<file path="src/rtl/oprs_pkg.sv">
// Purpose: Shared constants for the output pin remap select block
// Assumes: 32-bit register words at byte addresses, 4-bit selectors
// Notes: Pin index order follows the register offset order
package oprs_pkg;

	localparam int NPIN = 17;
	localparam int SEL_W = 4;
	localparam int ADDR_W = 16;
	localparam int DATA_W = 32;
	localparam int NSRC = 10;
	localparam int IDX_W = 5;

	typedef logic [SEL_W-1:0] oprs_sel_t;
	typedef logic [NPIN-1:0] oprs_pins_t;

	localparam oprs_sel_t SEL_RESET = 4'h0;
	localparam oprs_sel_t SEL_NC = 4'h0;

	// First group codes
	localparam oprs_sel_t G1_UART3_TX = 4'h1;
	localparam oprs_sel_t G1_UART4_RTS = 4'h2;
	localparam oprs_sel_t G1_SPI2_OUT = 4'h6;
	localparam oprs_sel_t G1_COMPARE3 = 4'hb;
	localparam oprs_sel_t G1_CMP2 = 4'hd;

	// Second group codes
	localparam oprs_sel_t G2_UART2_TX = 4'h1;
	localparam oprs_sel_t G2_UART1_TX = 4'h3;
	localparam oprs_sel_t G2_UART5_RTS = 4'h4;
	localparam oprs_sel_t G2_SPI2_OUT = 4'h6;
	localparam oprs_sel_t G2_SPI1_OUT = 4'h8;
	localparam oprs_sel_t G2_COMPARE4 = 4'hb;

	// Bit positions of the peripheral source vector
	localparam int SRC_UART3_TX = 0;
	localparam int SRC_UART4_RTS = 1;
	localparam int SRC_SPI2_OUT = 2;
	localparam int SRC_COMPARE3 = 3;
	localparam int SRC_CMP2 = 4;
	localparam int SRC_UART2_TX = 5;
	localparam int SRC_UART1_TX = 6;
	localparam int SRC_UART5_RTS = 7;
	localparam int SRC_SPI1_OUT = 8;
	localparam int SRC_COMPARE4 = 9;

	// Pin index of a few registers named by the checks
	localparam int PIN_A14 = 0;
	localparam int PIN_B0 = 2;
	localparam int PIN_B1 = 3;
	localparam int PIN_B3 = 5;
	localparam int PIN_B9 = 10;

	// A14 A15 B0 B1 B2 B3 B5 B6 B7 B8 B9 B10 B14 B15 C1 C2 C3
	localparam logic [ADDR_W-1:0] REG_OFS [NPIN] = '{
		16'hfb38, 16'hfb3c, 16'hfb40, 16'hfb44, 16'hfb48, 16'hfb4c,
		16'hfb54, 16'hfb58, 16'hfb5c, 16'hfb60, 16'hfb64, 16'hfb68,
		16'hfb78, 16'hfb7c, 16'hfb84, 16'hfb88, 16'hfb8c};

	// Set bit: pin uses the second code table
	localparam oprs_pins_t GROUP2_MASK = 17'h1213a;
	// Set bit: register exists only on the large package
	localparam oprs_pins_t PIN100_ONLY_MASK = 17'h1c003;

endpackage

</file>
<file path="src/rtl/oprs_src_if.sv">
// Purpose: Carries the peripheral output signals to the pin decoders
// Assumes: All sources run on the block clock
// Notes: Bit positions are the SRC_ constants of the package
interface oprs_src_if;
	logic [oprs_pkg::NSRC-1:0] sig;
	modport drv (output sig);
	modport rcv (input sig);
endinterface

</file>
<file path="src/rtl/oprs_addr_dec.sv">
// Purpose: Decodes a bus address onto one select register
// Assumes: Exact byte address match, word aligned offsets
// Notes: Absent registers never hit, so they read zero and ignore writes
module oprs_addr_dec (
	input wire logic [oprs_pkg::ADDR_W-1:0] i_addr, // Bus address
	input wire oprs_pkg::oprs_pins_t i_present, // Registers that exist
	output oprs_pkg::oprs_pins_t o_hit, // One-hot register hit
	output logic [oprs_pkg::IDX_W-1:0] o_idx, // Index of the hit
	output logic o_any // Address is mapped
);

	genvar g;
	generate
		for (g = 0; g < oprs_pkg::NPIN; g++)
		begin : g_hit
			assign o_hit[g] = i_present[g] &&
				(i_addr == oprs_pkg::REG_OFS[g]);
		end
	endgenerate

	always_comb
	begin
		o_idx = '0;
		for (int k = 0; k < oprs_pkg::NPIN; k++)
		begin
			if (o_hit[k])
			begin
				o_idx = oprs_pkg::IDX_W'(k);
			end
		end
	end

	assign o_any = |o_hit;

endmodule

</file>
<file path="src/rtl/oprs_decode.sv">
// Purpose: Turns one pin selector into a routed peripheral signal
// Assumes: Selector already held in a register
// Notes: Reserved and no-connect codes release the pin to the latch
module oprs_decode (
	input wire oprs_pkg::oprs_sel_t i_sel, // Pin selector
	input wire logic i_group2, // Pin uses second table
	input wire logic i_u5_ok, // Large package variant
	oprs_src_if.rcv src, // Peripheral outputs
	output logic o_route_en, // Peripheral owns pin
	output logic o_route_val // Routed peripheral level
);

	always_comb
	begin
		o_route_en = 1'b0;
		o_route_val = 1'b0;
		if (!i_group2)
		begin
			unique case (i_sel)
				oprs_pkg::G1_UART3_TX:
				begin
					o_route_en = 1'b1;
					o_route_val = src.sig[oprs_pkg::SRC_UART3_TX];
				end
				oprs_pkg::G1_UART4_RTS:
				begin
					o_route_en = 1'b1;
					o_route_val = src.sig[oprs_pkg::SRC_UART4_RTS];
				end
				oprs_pkg::G1_SPI2_OUT:
				begin
					o_route_en = 1'b1;
					o_route_val = src.sig[oprs_pkg::SRC_SPI2_OUT];
				end
				oprs_pkg::G1_COMPARE3:
				begin
					o_route_en = 1'b1;
					o_route_val = src.sig[oprs_pkg::SRC_COMPARE3];
				end
				oprs_pkg::G1_CMP2:
				begin
					o_route_en = 1'b1;
					o_route_val = src.sig[oprs_pkg::SRC_CMP2];
				end
				// No connect and reserved codes leave the pin alone
				default:
				begin
					o_route_en = 1'b0;
				end
			endcase
		end
		else
		begin
			unique case (i_sel)
				oprs_pkg::G2_UART2_TX:
				begin
					o_route_en = 1'b1;
					o_route_val = src.sig[oprs_pkg::SRC_UART2_TX];
				end
				oprs_pkg::G2_UART1_TX:
				begin
					o_route_en = 1'b1;
					o_route_val = src.sig[oprs_pkg::SRC_UART1_TX];
				end
				oprs_pkg::G2_UART5_RTS:
				begin
					// Source missing on the small package
					o_route_en = i_u5_ok;
					o_route_val = i_u5_ok &&
						src.sig[oprs_pkg::SRC_UART5_RTS];
				end
				oprs_pkg::G2_SPI2_OUT:
				begin
					o_route_en = 1'b1;
					o_route_val = src.sig[oprs_pkg::SRC_SPI2_OUT];
				end
				oprs_pkg::G2_SPI1_OUT:
				begin
					o_route_en = 1'b1;
					o_route_val = src.sig[oprs_pkg::SRC_SPI1_OUT];
				end
				oprs_pkg::G2_COMPARE4:
				begin
					o_route_en = 1'b1;
					o_route_val = src.sig[oprs_pkg::SRC_COMPARE4];
				end
				default:
				begin
					o_route_en = 1'b0;
				end
			endcase
		end
	end

endmodule

</file>
<file path="src/rtl/oprs_top.sv">
// Purpose: Output pin remap select, registers plus per-pin routing
// Assumes: Peripheral sources and port latches on the same clock
// Notes: Pin outputs are registered, one cycle behind the selectors
//
// Decided for this implementation: the plain strobed port.
module oprs_top #(
	parameter bit PIN100 = 1'b1 // Large package variant
) (
	input wire logic i_clk, // Block clock, 125 MHz
	input wire logic i_clk_en, // Freezes all state when low
	input wire logic i_sys_rst, // Async reset, active high
	input wire logic [oprs_pkg::ADDR_W-1:0] i_addr, // Register address
	input wire logic [oprs_pkg::DATA_W-1:0] i_wdata, // Write data
	input wire logic i_wr, // Write strobe
	input wire logic i_rd, // Read strobe
	output logic [oprs_pkg::DATA_W-1:0] o_rdata, // Read data, next cycle
	input wire logic i_uart3_transmit, // UART3 transmit
	input wire logic i_uart4_request_to_send, // UART4 request to send
	input wire logic i_spi2_serial_out, // SPI2 serial out
	input wire logic i_output_compare_3, // Output compare 3
	input wire logic i_comparator_2_output, // Comparator 2 output
	input wire logic i_uart2_transmit, // UART2 transmit
	input wire logic i_uart1_transmit, // UART1 transmit
	input wire logic i_uart5_request_to_send, // UART5 request to send
	input wire logic i_spi1_serial_out, // SPI1 serial out
	input wire logic i_output_compare_4, // Output compare 4
	input wire oprs_pkg::oprs_pins_t i_port_latch, // Ordinary port levels
	output oprs_pkg::oprs_pins_t o_pin_out, // Level per remappable pin
	output oprs_pkg::oprs_pins_t o_pin_remap // Pin owned by peripheral
);

	localparam int PAD_W = oprs_pkg::DATA_W - oprs_pkg::SEL_W;

	oprs_src_if src_bus ();

	oprs_pkg::oprs_pins_t present;
	oprs_pkg::oprs_pins_t hit;
	oprs_pkg::oprs_pins_t route_en;
	oprs_pkg::oprs_pins_t route_val;
	logic [oprs_pkg::IDX_W-1:0] idx;
	logic hit_any;
	oprs_pkg::oprs_sel_t sel_q [oprs_pkg::NPIN];
	oprs_pkg::oprs_sel_t sel_d [oprs_pkg::NPIN];
	logic [oprs_pkg::DATA_W-1:0] rdata_q;
	logic [oprs_pkg::DATA_W-1:0] rdata_d;
	oprs_pkg::oprs_pins_t pin_q;
	oprs_pkg::oprs_pins_t pin_d;
	oprs_pkg::oprs_pins_t remap_q;
	oprs_pkg::oprs_pins_t remap_d;

	// Registers of the extra pins are built but masked out of decode and routing
	assign present = PIN100 ? '1 : ~oprs_pkg::PIN100_ONLY_MASK;

	// One process drives the whole source vector
	always_comb
	begin
		src_bus.sig[oprs_pkg::SRC_UART3_TX] = i_uart3_transmit;
		src_bus.sig[oprs_pkg::SRC_UART4_RTS] = i_uart4_request_to_send;
		src_bus.sig[oprs_pkg::SRC_SPI2_OUT] = i_spi2_serial_out;
		src_bus.sig[oprs_pkg::SRC_COMPARE3] = i_output_compare_3;
		src_bus.sig[oprs_pkg::SRC_CMP2] = i_comparator_2_output;
		src_bus.sig[oprs_pkg::SRC_UART2_TX] = i_uart2_transmit;
		src_bus.sig[oprs_pkg::SRC_UART1_TX] = i_uart1_transmit;
		src_bus.sig[oprs_pkg::SRC_UART5_RTS] = i_uart5_request_to_send;
		src_bus.sig[oprs_pkg::SRC_SPI1_OUT] = i_spi1_serial_out;
		src_bus.sig[oprs_pkg::SRC_COMPARE4] = i_output_compare_4;
	end

	oprs_addr_dec u_addr_dec (
		.i_addr (i_addr),
		.i_present (present),
		.o_hit (hit),
		.o_idx (idx),
		.o_any (hit_any)
	);

	// Selector storage
	always_comb
	begin
		for (int k = 0; k < oprs_pkg::NPIN; k++)
		begin
			sel_d[k] = sel_q[k];
			if (i_wr && hit[k])
			begin
				// Upper data bits are dropped, nothing to store them
				sel_d[k] = i_wdata[oprs_pkg::SEL_W-1:0];
			end
		end
	end

	always_ff @(posedge i_clk or posedge i_sys_rst)
	begin
		if (i_sys_rst)
		begin
			for (int k = 0; k < oprs_pkg::NPIN; k++)
			begin
				sel_q[k] <= oprs_pkg::SEL_RESET;
			end
		end
		else if (i_clk_en)
		begin
			sel_q <= sel_d;
		end
	end

	// Read path; an unmapped address, such as one for port F
	// pins 6 or 7 which have no selector, answers zero
	always_comb
	begin
		rdata_d = '0;
		if (i_rd && hit_any)
		begin
			rdata_d = {{PAD_W{1'b0}}, sel_q[idx]};
		end
		else
		begin
			rdata_d = '0;
		end
	end

	always_ff @(posedge i_clk or posedge i_sys_rst)
	begin
		if (i_sys_rst)
		begin
			rdata_q <= '0;
		end
		else if (i_clk_en)
		begin
			rdata_q <= rdata_d;
		end
	end

	assign o_rdata = rdata_q;

	// Per-pin routing
	genvar g;
	generate
		for (g = 0; g < oprs_pkg::NPIN; g++)
		begin : g_pin
			oprs_decode u_decode (
				.i_sel (sel_q[g]),
				.i_group2 (oprs_pkg::GROUP2_MASK[g]),
				.i_u5_ok (PIN100),
				.src (src_bus.rcv),
				.o_route_en (route_en[g]),
				.o_route_val (route_val[g])
			);
		end
	endgenerate

	always_comb
	begin
		remap_d = route_en & present;
		// Falling back to the latch keeps a released pin quiet
		pin_d = (route_val & remap_d) | (i_port_latch & ~remap_d);
	end

	always_ff @(posedge i_clk or posedge i_sys_rst)
	begin
		if (i_sys_rst)
		begin
			pin_q <= '0;
			remap_q <= '0;
		end
		else if (i_clk_en)
		begin
			pin_q <= pin_d;
			remap_q <= remap_d;
		end
	end

	assign o_pin_out = pin_q;
	assign o_pin_remap = remap_q;
endmodule

</file>
<file path="config.mk">
export PLATFORM = sky130hd
export DESIGN_NAME = oprs_top
export DESIGN_NICKNAME = d
export VERILOG_FILES = /design/src/rtl/oprs_pkg.sv /design/src/rtl/oprs_src_if.sv /design/src/rtl/oprs_addr_dec.sv /design/src/rtl/oprs_decode.sv /design/src/rtl/oprs_top.sv
export SDC_FILE = /design/constraint.sdc
export NUM_CORES = 1
export LEC_CHECK = 0
export ABC_AREA = 1
export BUFFER_PORTS_ARGS = -buffer_cell sky130_fd_sc_hd__buf_2
export CAP_MARGIN = 20
export CORE_UTILIZATION = 33
export CTS_BUF_LIST = sky130_fd_sc_hd__clkbuf_8
export DETAILED_ROUTE_END_ITERATION = 16
export MAX_ROUTING_LAYER = met4
export SETUP_SLACK_MARGIN = 0.4
export SLEW_MARGIN = 15
export SYNTH_ARGS = -nofsm -noshare
export SYNTH_HDL_FRONTEND = slang
export SYNTH_SLANG_ARGS = --single-unit
</file>
<file path="constraint.sdc">
create_clock -name i_clk -period 3.45 [get_ports i_clk]
set_input_delay 0 -clock i_clk [delete_from_list [all_inputs] [get_ports i_clk]]
set_output_delay 0 -clock i_clk [all_outputs]
set_load 0.02 [all_outputs]
</file>
# After elaboration in Yosys (flattened, before gate mapping)
# Cells that the tools add are included.
dict set report op_classes {
  add_sub_neg 0
  n_eq_ne 109
  n_shift 0
  div 0
  order_cmp 1
  multipliers 0
  n_reduce_logical 53
  muxes 54
  n_bitwise 5
}
# operator n
set ops {}
lappend ops {{16-bit == test (second input constant)} 17}
lappend ops {{4-bit == test (second input constant)} 34}
lappend ops {{4-bit by 3-bit == test with 1-bit output (second input constant)} 24}
lappend ops {{4-bit by 1-bit == test with 1-bit output (second input constant)} 17}
lappend ops {{4-bit by 2-bit == test with 1-bit output (second input constant)} 17}
lappend ops {{1-bit case mux with 5 select lines} 10}
lappend ops {{5-bit OR reduction} 10}
lappend ops {{4-bit 2-to-1 mux} 11}
lappend ops {{1-bit case mux with 6 select lines} 7}
lappend ops {{6-bit OR reduction} 7}
lappend ops {{17-bit bitwise AND} 2}
lappend ops {{2-bit AND reduction} 17}
lappend ops {{4-bit binary-select mux with 5-bit select} 1}
lappend ops {{1-bit logical AND} 18}
lappend ops {{1-bit 2-to-1 mux} 18}
lappend ops {{17-bit NOT} 1}
lappend ops {{17-bit OR} 1}
lappend ops {{17-bit OR reduction} 1}
lappend ops {{3-bit 2-to-1 mux} 4}
lappend ops {{6-bit >= comparator (second input constant)} 1}
lappend ops {{5-bit NOT with 6-bit output} 1}
lappend ops {{5-bit 2-to-1 mux} 1}
lappend ops {{2-bit 2-to-1 mux} 2}
dict set report word_totals {
  mem_count 0
  latch_bits 0
  mem_bits_ro 0
  ram_bits 0
  regBits 134
  output_inout_bits 66
}

# Logic depth before layout (Yosys ltp)
dict set report logic_depth {
  word_depth 22
  depth_mapped 19
  mapped_depth_nobuf 17
}

# Cells and area by module
# From an unflattened synthesis, not the netlist that was laid out.
dict set report hier_totals {
  hier_cells 1648
  area_unflattened_um2 9997.1
}
# mod instances area_per_inst_um2 cells_per_inst
set by_module_without_submodules {}
lappend by_module_without_submodules {oprs_top 1 5083.6 636}
lappend by_module_without_submodules {oprs_decode 17 254.0 53}
lappend by_module_without_submodules {oprs_addr_dec 1 595.6 111}

# Worst setup path after synthesis
# Ideal clock, no wire load.
dict set report synth_path {
  kind {input -> register}
  start {input i_addr[14] (netlist name)}
  end {register rdata_q, in the netlist o_rdata[3]}
  arrival_time_ns 1.507
  stages 18
  required_time_ns 3.333
  slack_ns 1.826
  path_cell_list {nand2_1 nor2_1 nand2_2 buf_4 nor2_1 nor2_1 nand3_1 nor2_1 nand4_4 inv_4 buf_6 nand2_1 nand3_1 nand3_1 nand2_1 nand2_1 nand2_1 nand2_1}
}
dict set report synth_between {
  elab_chain_len 22
  elab_cells_between_ends 40
  cone_classes {eq/ne (17); mux (20); bitwise (1); reduce/logical (2)}
}
# item line
set synth_lines {}
lappend synth_lines {{from (decl)} oprs_top.sv:12} ;# input wire logic [oprs_pkg::ADDR_W-1:0] i_addr,
lappend synth_lines {{16-bit == test} oprs_addr_dec.sv:17} ;# (i_addr == oprs_pkg::REG_OFS[g]);
lappend synth_lines {{1-bit 2-to-1 mux} oprs_addr_dec.sv:26} ;# if (o_hit[k])
lappend synth_lines {{2-bit 2-to-1 mux (2 in series)} oprs_addr_dec.sv:26}
lappend synth_lines {{3-bit 2-to-1 mux (4 in series)} oprs_addr_dec.sv:26}
lappend synth_lines {{4-bit 2-to-1 mux (8 in series)} oprs_addr_dec.sv:26}
lappend synth_lines {{5-bit 2-to-1 mux} oprs_addr_dec.sv:26}
lappend synth_lines {{5-bit NOT with 6-bit output (implied by the code)} oprs_top.sv:113} ;# rdata_d = {{PAD_W{1'b0}}, sel_q[idx]};
lappend synth_lines {{4-bit binary-select mux with 5-bit select} oprs_top.sv:113}
lappend synth_lines {{4-bit 2-to-1 mux (implied by the code) (2 in series)} oprs_top.sv:113}
lappend synth_lines {{4-bit 2-to-1 mux *} oprs_top.sv:111} ;# if (i_rd && hit_any)
lappend synth_lines {{to (signal assigned)} oprs_top.sv:129} ;# rdata_q <= rdata_d;
lappend synth_lines {{to (decl)} oprs_top.sv:44} ;# logic [oprs_pkg::DATA_W-1:0] rdata_q;
# Every way passes the cells marked *; elsewhere a longest branch is shown, timed or not. The select of a mux whose other input is x is not followed.
# A chain may end at the register's enable or synchronous reset.

# Worst setup path in the final report
dict set report layout_path {
  start {register sel_q[12] (netlist name)}
  end {register pin_q[13], in the netlist o_pin_out[13]}
}
dict set report layout_between {
  elab_chain_len 6
  elab_cells_between_ends 13
  cone_classes {eq/ne (6); mux (2); bitwise (4); reduce/logical (1)}
}
# item line
set layout_lines {}
lappend layout_lines {{from (decl)} oprs_top.sv:42} ;# oprs_pkg::oprs_sel_t sel_q [oprs_pkg::NPIN];
lappend layout_lines {{from (signal, indexed assignment)} oprs_top.sv:97} ;# sel_q[k] <= oprs_pkg::SEL_RESET;
lappend layout_lines {{from (signal assigned)} oprs_top.sv:102} ;# sel_q <= sel_d;
lappend layout_lines {{4-bit by 1-bit == test with 1-bit output, or another cell as far along} oprs_decode.sv:54} ;# unique case (i_sel)
lappend layout_lines {{6-bit OR reduction (no line)} --}
lappend layout_lines {{1-bit 2-to-1 mux} oprs_decode.sv:54}
lappend layout_lines {{17-bit NOT} oprs_top.sv:155} ;# pin_d = (route_val & remap_d) | (i_port_latch & ~remap_d);
lappend layout_lines {{17-bit bitwise AND} oprs_top.sv:155}
lappend layout_lines {{17-bit OR *} oprs_top.sv:155}
lappend layout_lines {{to (signal assigned)} oprs_top.sv:167} ;# pin_q <= pin_d;
lappend layout_lines {{to (decl)} oprs_top.sv:46} ;# oprs_pkg::oprs_pins_t pin_q;
# Every way passes the cells marked *; elsewhere a longest branch is shown, timed or not.

==> insert_results.sql <==
INSERT INTO impl_metrics (metric_group, metric, value, unit) VALUES
('timing', 'finalMaxSlewViolations', '0', ''),
('floorplan', 'fp.dieArea', '0.0224', 'mm2'),
('critical_path', 'path_class', 'flip-flop to flip-flop', ''),
('routing', 'drt_pre_antenna_iters', '6', ''),
('layout', 'fin_util', '38.5', '%'),
('floorplan', 'die_x_extent', '150', 'um'),
('global_routing', 'globalRouteOverflowTotal', '0', ''),
('min_path', 'min_from', 'i_port_latch[2]', ''),
('logic_synthesis', 'cell_count_after_synthesis', '1055', ''),
('clock_network', 'post-cts-setup-buffer-count', '0', ''),
('critical_path', 'worstPathArrival', '2530', 'ps'),
('critical_path', 'r2r_setup_slack', '1210', 'ps'),
('critical_path', 'startpoint_type', 'flip-flop', ''),
('layout', 'final_net_count', '1233', ''),
('power', 'power.total', '2.36', 'mW'),
('logic_synthesis', 'synth_area_in_adders', '0', '%'),
('placement', 'portBuffers', '89', ''),
('logic_synthesis', 'post_synth_arst_share', '100', '%'),
('logic_synthesis', 'synth.top_cells.by_count', 'sky130_fd_sc_hd__nand2_1, sky130_fd_sc_hd__inv_1, sky130_fd_sc_hd__nand3_1, sky130_fd_sc_hd__o21ai_0, sky130_fd_sc_hd__dfrtp_1', ''),
('logic_synthesis', 'synth-compound-area-share', '13.4', '%'),
('placement', 'place_area', '0.00777', 'mm2'),
('timing', 'worst-slew-pin-transition', '830', 'ps'),
('critical_path', 'largest_fanout_of_any_net_on_the_critical_path', '6', ''),
('floorplan', 'area_of_the_core', '0.0212', 'mm2'),
('clock_network', 'clkTransAtPathRegs', '110', 'ps'),
('clock_network', 'clockRootBuffer', 'sky130_fd_sc_hd__clkbuf_8', ''),
('power', 'peakVddDrop', '0.221', 'mV'),
('critical_path', 'cp.required', '3740', 'ps'),
('critical_path', 'worst_r2r_path_depth', '10', ''),
('clock_network', 'cts_tree', 'yes', ''),
('timing', 'final_period_utilization', '64.8', '%'),
('logic_synthesis', 'synth.mux.area_fraction', '0', '%'),
('global_routing', 'grt_antenna_before_repair', '0', ''),
('global_routing', 'tot_gr_track_use', '21.4', '%'),
('clock_network', 'cts_max_level', '3', ''),
('clock_network', 'clock_insertion_delay_worst_skew', '390', 'ps'),
('min_path', 'hold_end', 'o_pin_out[2]', ''),
('logic_synthesis', 'combinational_family_with_the_most_area_after_synthesis', 'simple AND/OR/NAND/NOR gates', ''),
('routing', 'top_layer_used', 'met4', ''),
('layout', 'multi_input_gate_area_in_the_final_layout', '0.00375', 'mm2'),
('flow_run', 'max_cap_violations', '0', ''),
('timing', 'skew', '8.78', 'ps'),
('timing', 'setup_violations', '0', ''),
('placement', 'place_congestion', '0.942', ''),
('timing', 'finalHoldViolCount', '0', ''),
('timing', 'worst_slack', '1210', 'ps'),
('clock_network', 'clock_path_buffers', '2', ''),
('logic_synthesis', 'synth_area', '0.00718', 'mm2'),
('layout', 'synthToLayoutAreaGrowth', '13.5', '%'),
('routing', 'avgRoutedWirePerCell', '15.8', 'um'),
('routing', 'detailroute.wirelength.met3', '1320', 'um'),
('logic_synthesis', 'synthMostInstantiatedCell', 'sky130_fd_sc_hd__nand2_1', ''),
('layout', 'share_of_layout_cells_above_drive_strength_1', '12.3', '%'),
('global_routing', 'via_count_of_the_first_global_routing_pass', '6935', ''),
('logic_synthesis', 'synthFlopType', 'sky130_fd_sc_hd__dfrtp_1', ''),
('status', 'run_status', 'completed', ''),
('routing', 'number_of_nets_with_antenna_violations_after_routing', '0', ''),
('clock_network', 'ctsHoldBuffers', '18', ''),
('logic_synthesis', 'synth_largest_area_cell', 'sky130_fd_sc_hd__dfrtp_1', ''),
('clock_network', 'tritoncts.num_buffers', '9', ''),
('logic_synthesis', 'synth.avg_cell_area', '6.81', 'um2'),
('routing', 'drt-total-wl', '22600', 'um'),
('logic_synthesis', 'synth_largest_type_area_fraction', '36.9', '%'),
('placement', 'dp_hpwl', '16600', 'um'),
('clock_network', 'tritoncts_num_sinks', '106', ''),
('floorplan', 'pin_count', '146', ''),
('routing', 'initialDrtViolationCount', '680', ''),
('routing', 'routed_met1_length', '10500', 'um'),
('logic_synthesis', 'synth_simple_gate_area_share', '37.3', '%'),
('floorplan', 'initial_core_util', '33.9', '%'),
('floorplan', 'floorplan.die.height', '150', 'um');
-- power by group --
group / internal (mW) / total [mW] / switching [mW]
sequential: 1.26 / 1.27 / 0.00936
combinational: 0.0720 / 0.265 / 0.193
clock: 0.343 / 0.829 / 0.486
total: 1.67 / 2.36 / 0.689
-- registers in the layout, indices dropped and copies added, names as in the netlist --
signal       count
sel_q           68
o_pin_out       17
o_pin_remap     17
o_rdata          4
-- through the flow --
step / hold slack (ps) / std cells
3_3_place_gp: 212 / 1399
6_report: 14.2 / 1433
5_1_grt: 38.6 / 1433
4_1_cts: 15.6 / 1433
3_5_place_dp: 222 / 1399
2_1_floorplan: 178 / 1082
-- worst max-delay path, cell delays in order, from the launching register on --
cell and delay, ps:
sky130_fd_sc_hd__dfrtp_1 400, sky130_fd_sc_hd__inv_1 130, sky130_fd_sc_hd__nor4_1 440, sky130_fd_sc_hd__a21oi_1 80, sky130_fd_sc_hd__nand3_1 90, sky130_fd_sc_hd__inv_1 50, sky130_fd_sc_hd__nand2_1 50, sky130_fd_sc_hd__nand2_1 40
sky130_fd_sc_hd__o32ai_1 230, sky130_fd_sc_hd__dlygate4sd3_1 600, sky130_fd_sc_hd__inv_1 40
-- layout by cell type (no fill, tap or decap), drive strengths merged, types with 2 or more instances in the layout --
cell type,n
a211oi,4
a21oi,22
a221oi,7
a31oi,4
buf,97
clkbuf,9
clkinv,6
conb,28
dfrtp,106
dlygate4sd3,18
inv,136
nand2,275
nand3,114
nand4,50
nor2,87
nor3,32
nor4,23
o2111ai,2
o21a,2
o21ai,113
o22ai,12
o31ai,3
-- cell type report --
| type | instances | share of cell area [%] |
|---|---|---|
| Clock buffer | 9 | 1.52 |
| Inverter | 137 | 6.37 |
| Multi-Input combinational cell | 784 | 46.0 |
| Clock inverter | 7 | 0.936 |
| Sequential cell | 106 | 32.5 |
| Tap cell | 275 | 4.22 |
| Timing Repair Buffer | 115 | 8.41 |
-- cells by family after synthesis --
kind of cell / count (synthesis)
other: 1
buffers and inverters: 192
DFF: 106
AOI/OAI and AO/OA: 174
and+or+nand+nor: 582
-- how the worst max path moves through the flow --
stage,start,endpoint
floorplan,i_sys_rst,o_pin_out[0]
global placement,i_addr[10],o_rdata[3]
detailed placement,i_addr[10],o_rdata[0]
CTS,sel_q[12],o_pin_out[13]
global route,sel_q[12],o_pin_out[13]
finish,sel_q[12],o_pin_out[13]
-- routing by layer --
metal	up-vias	track usage (%)
li1	3695	-
met1	3444	28.2
met2	274	33.2
met3	39	3.02
met4	0	7.96
met5	-	-
(Power assumes the default switching activity.)
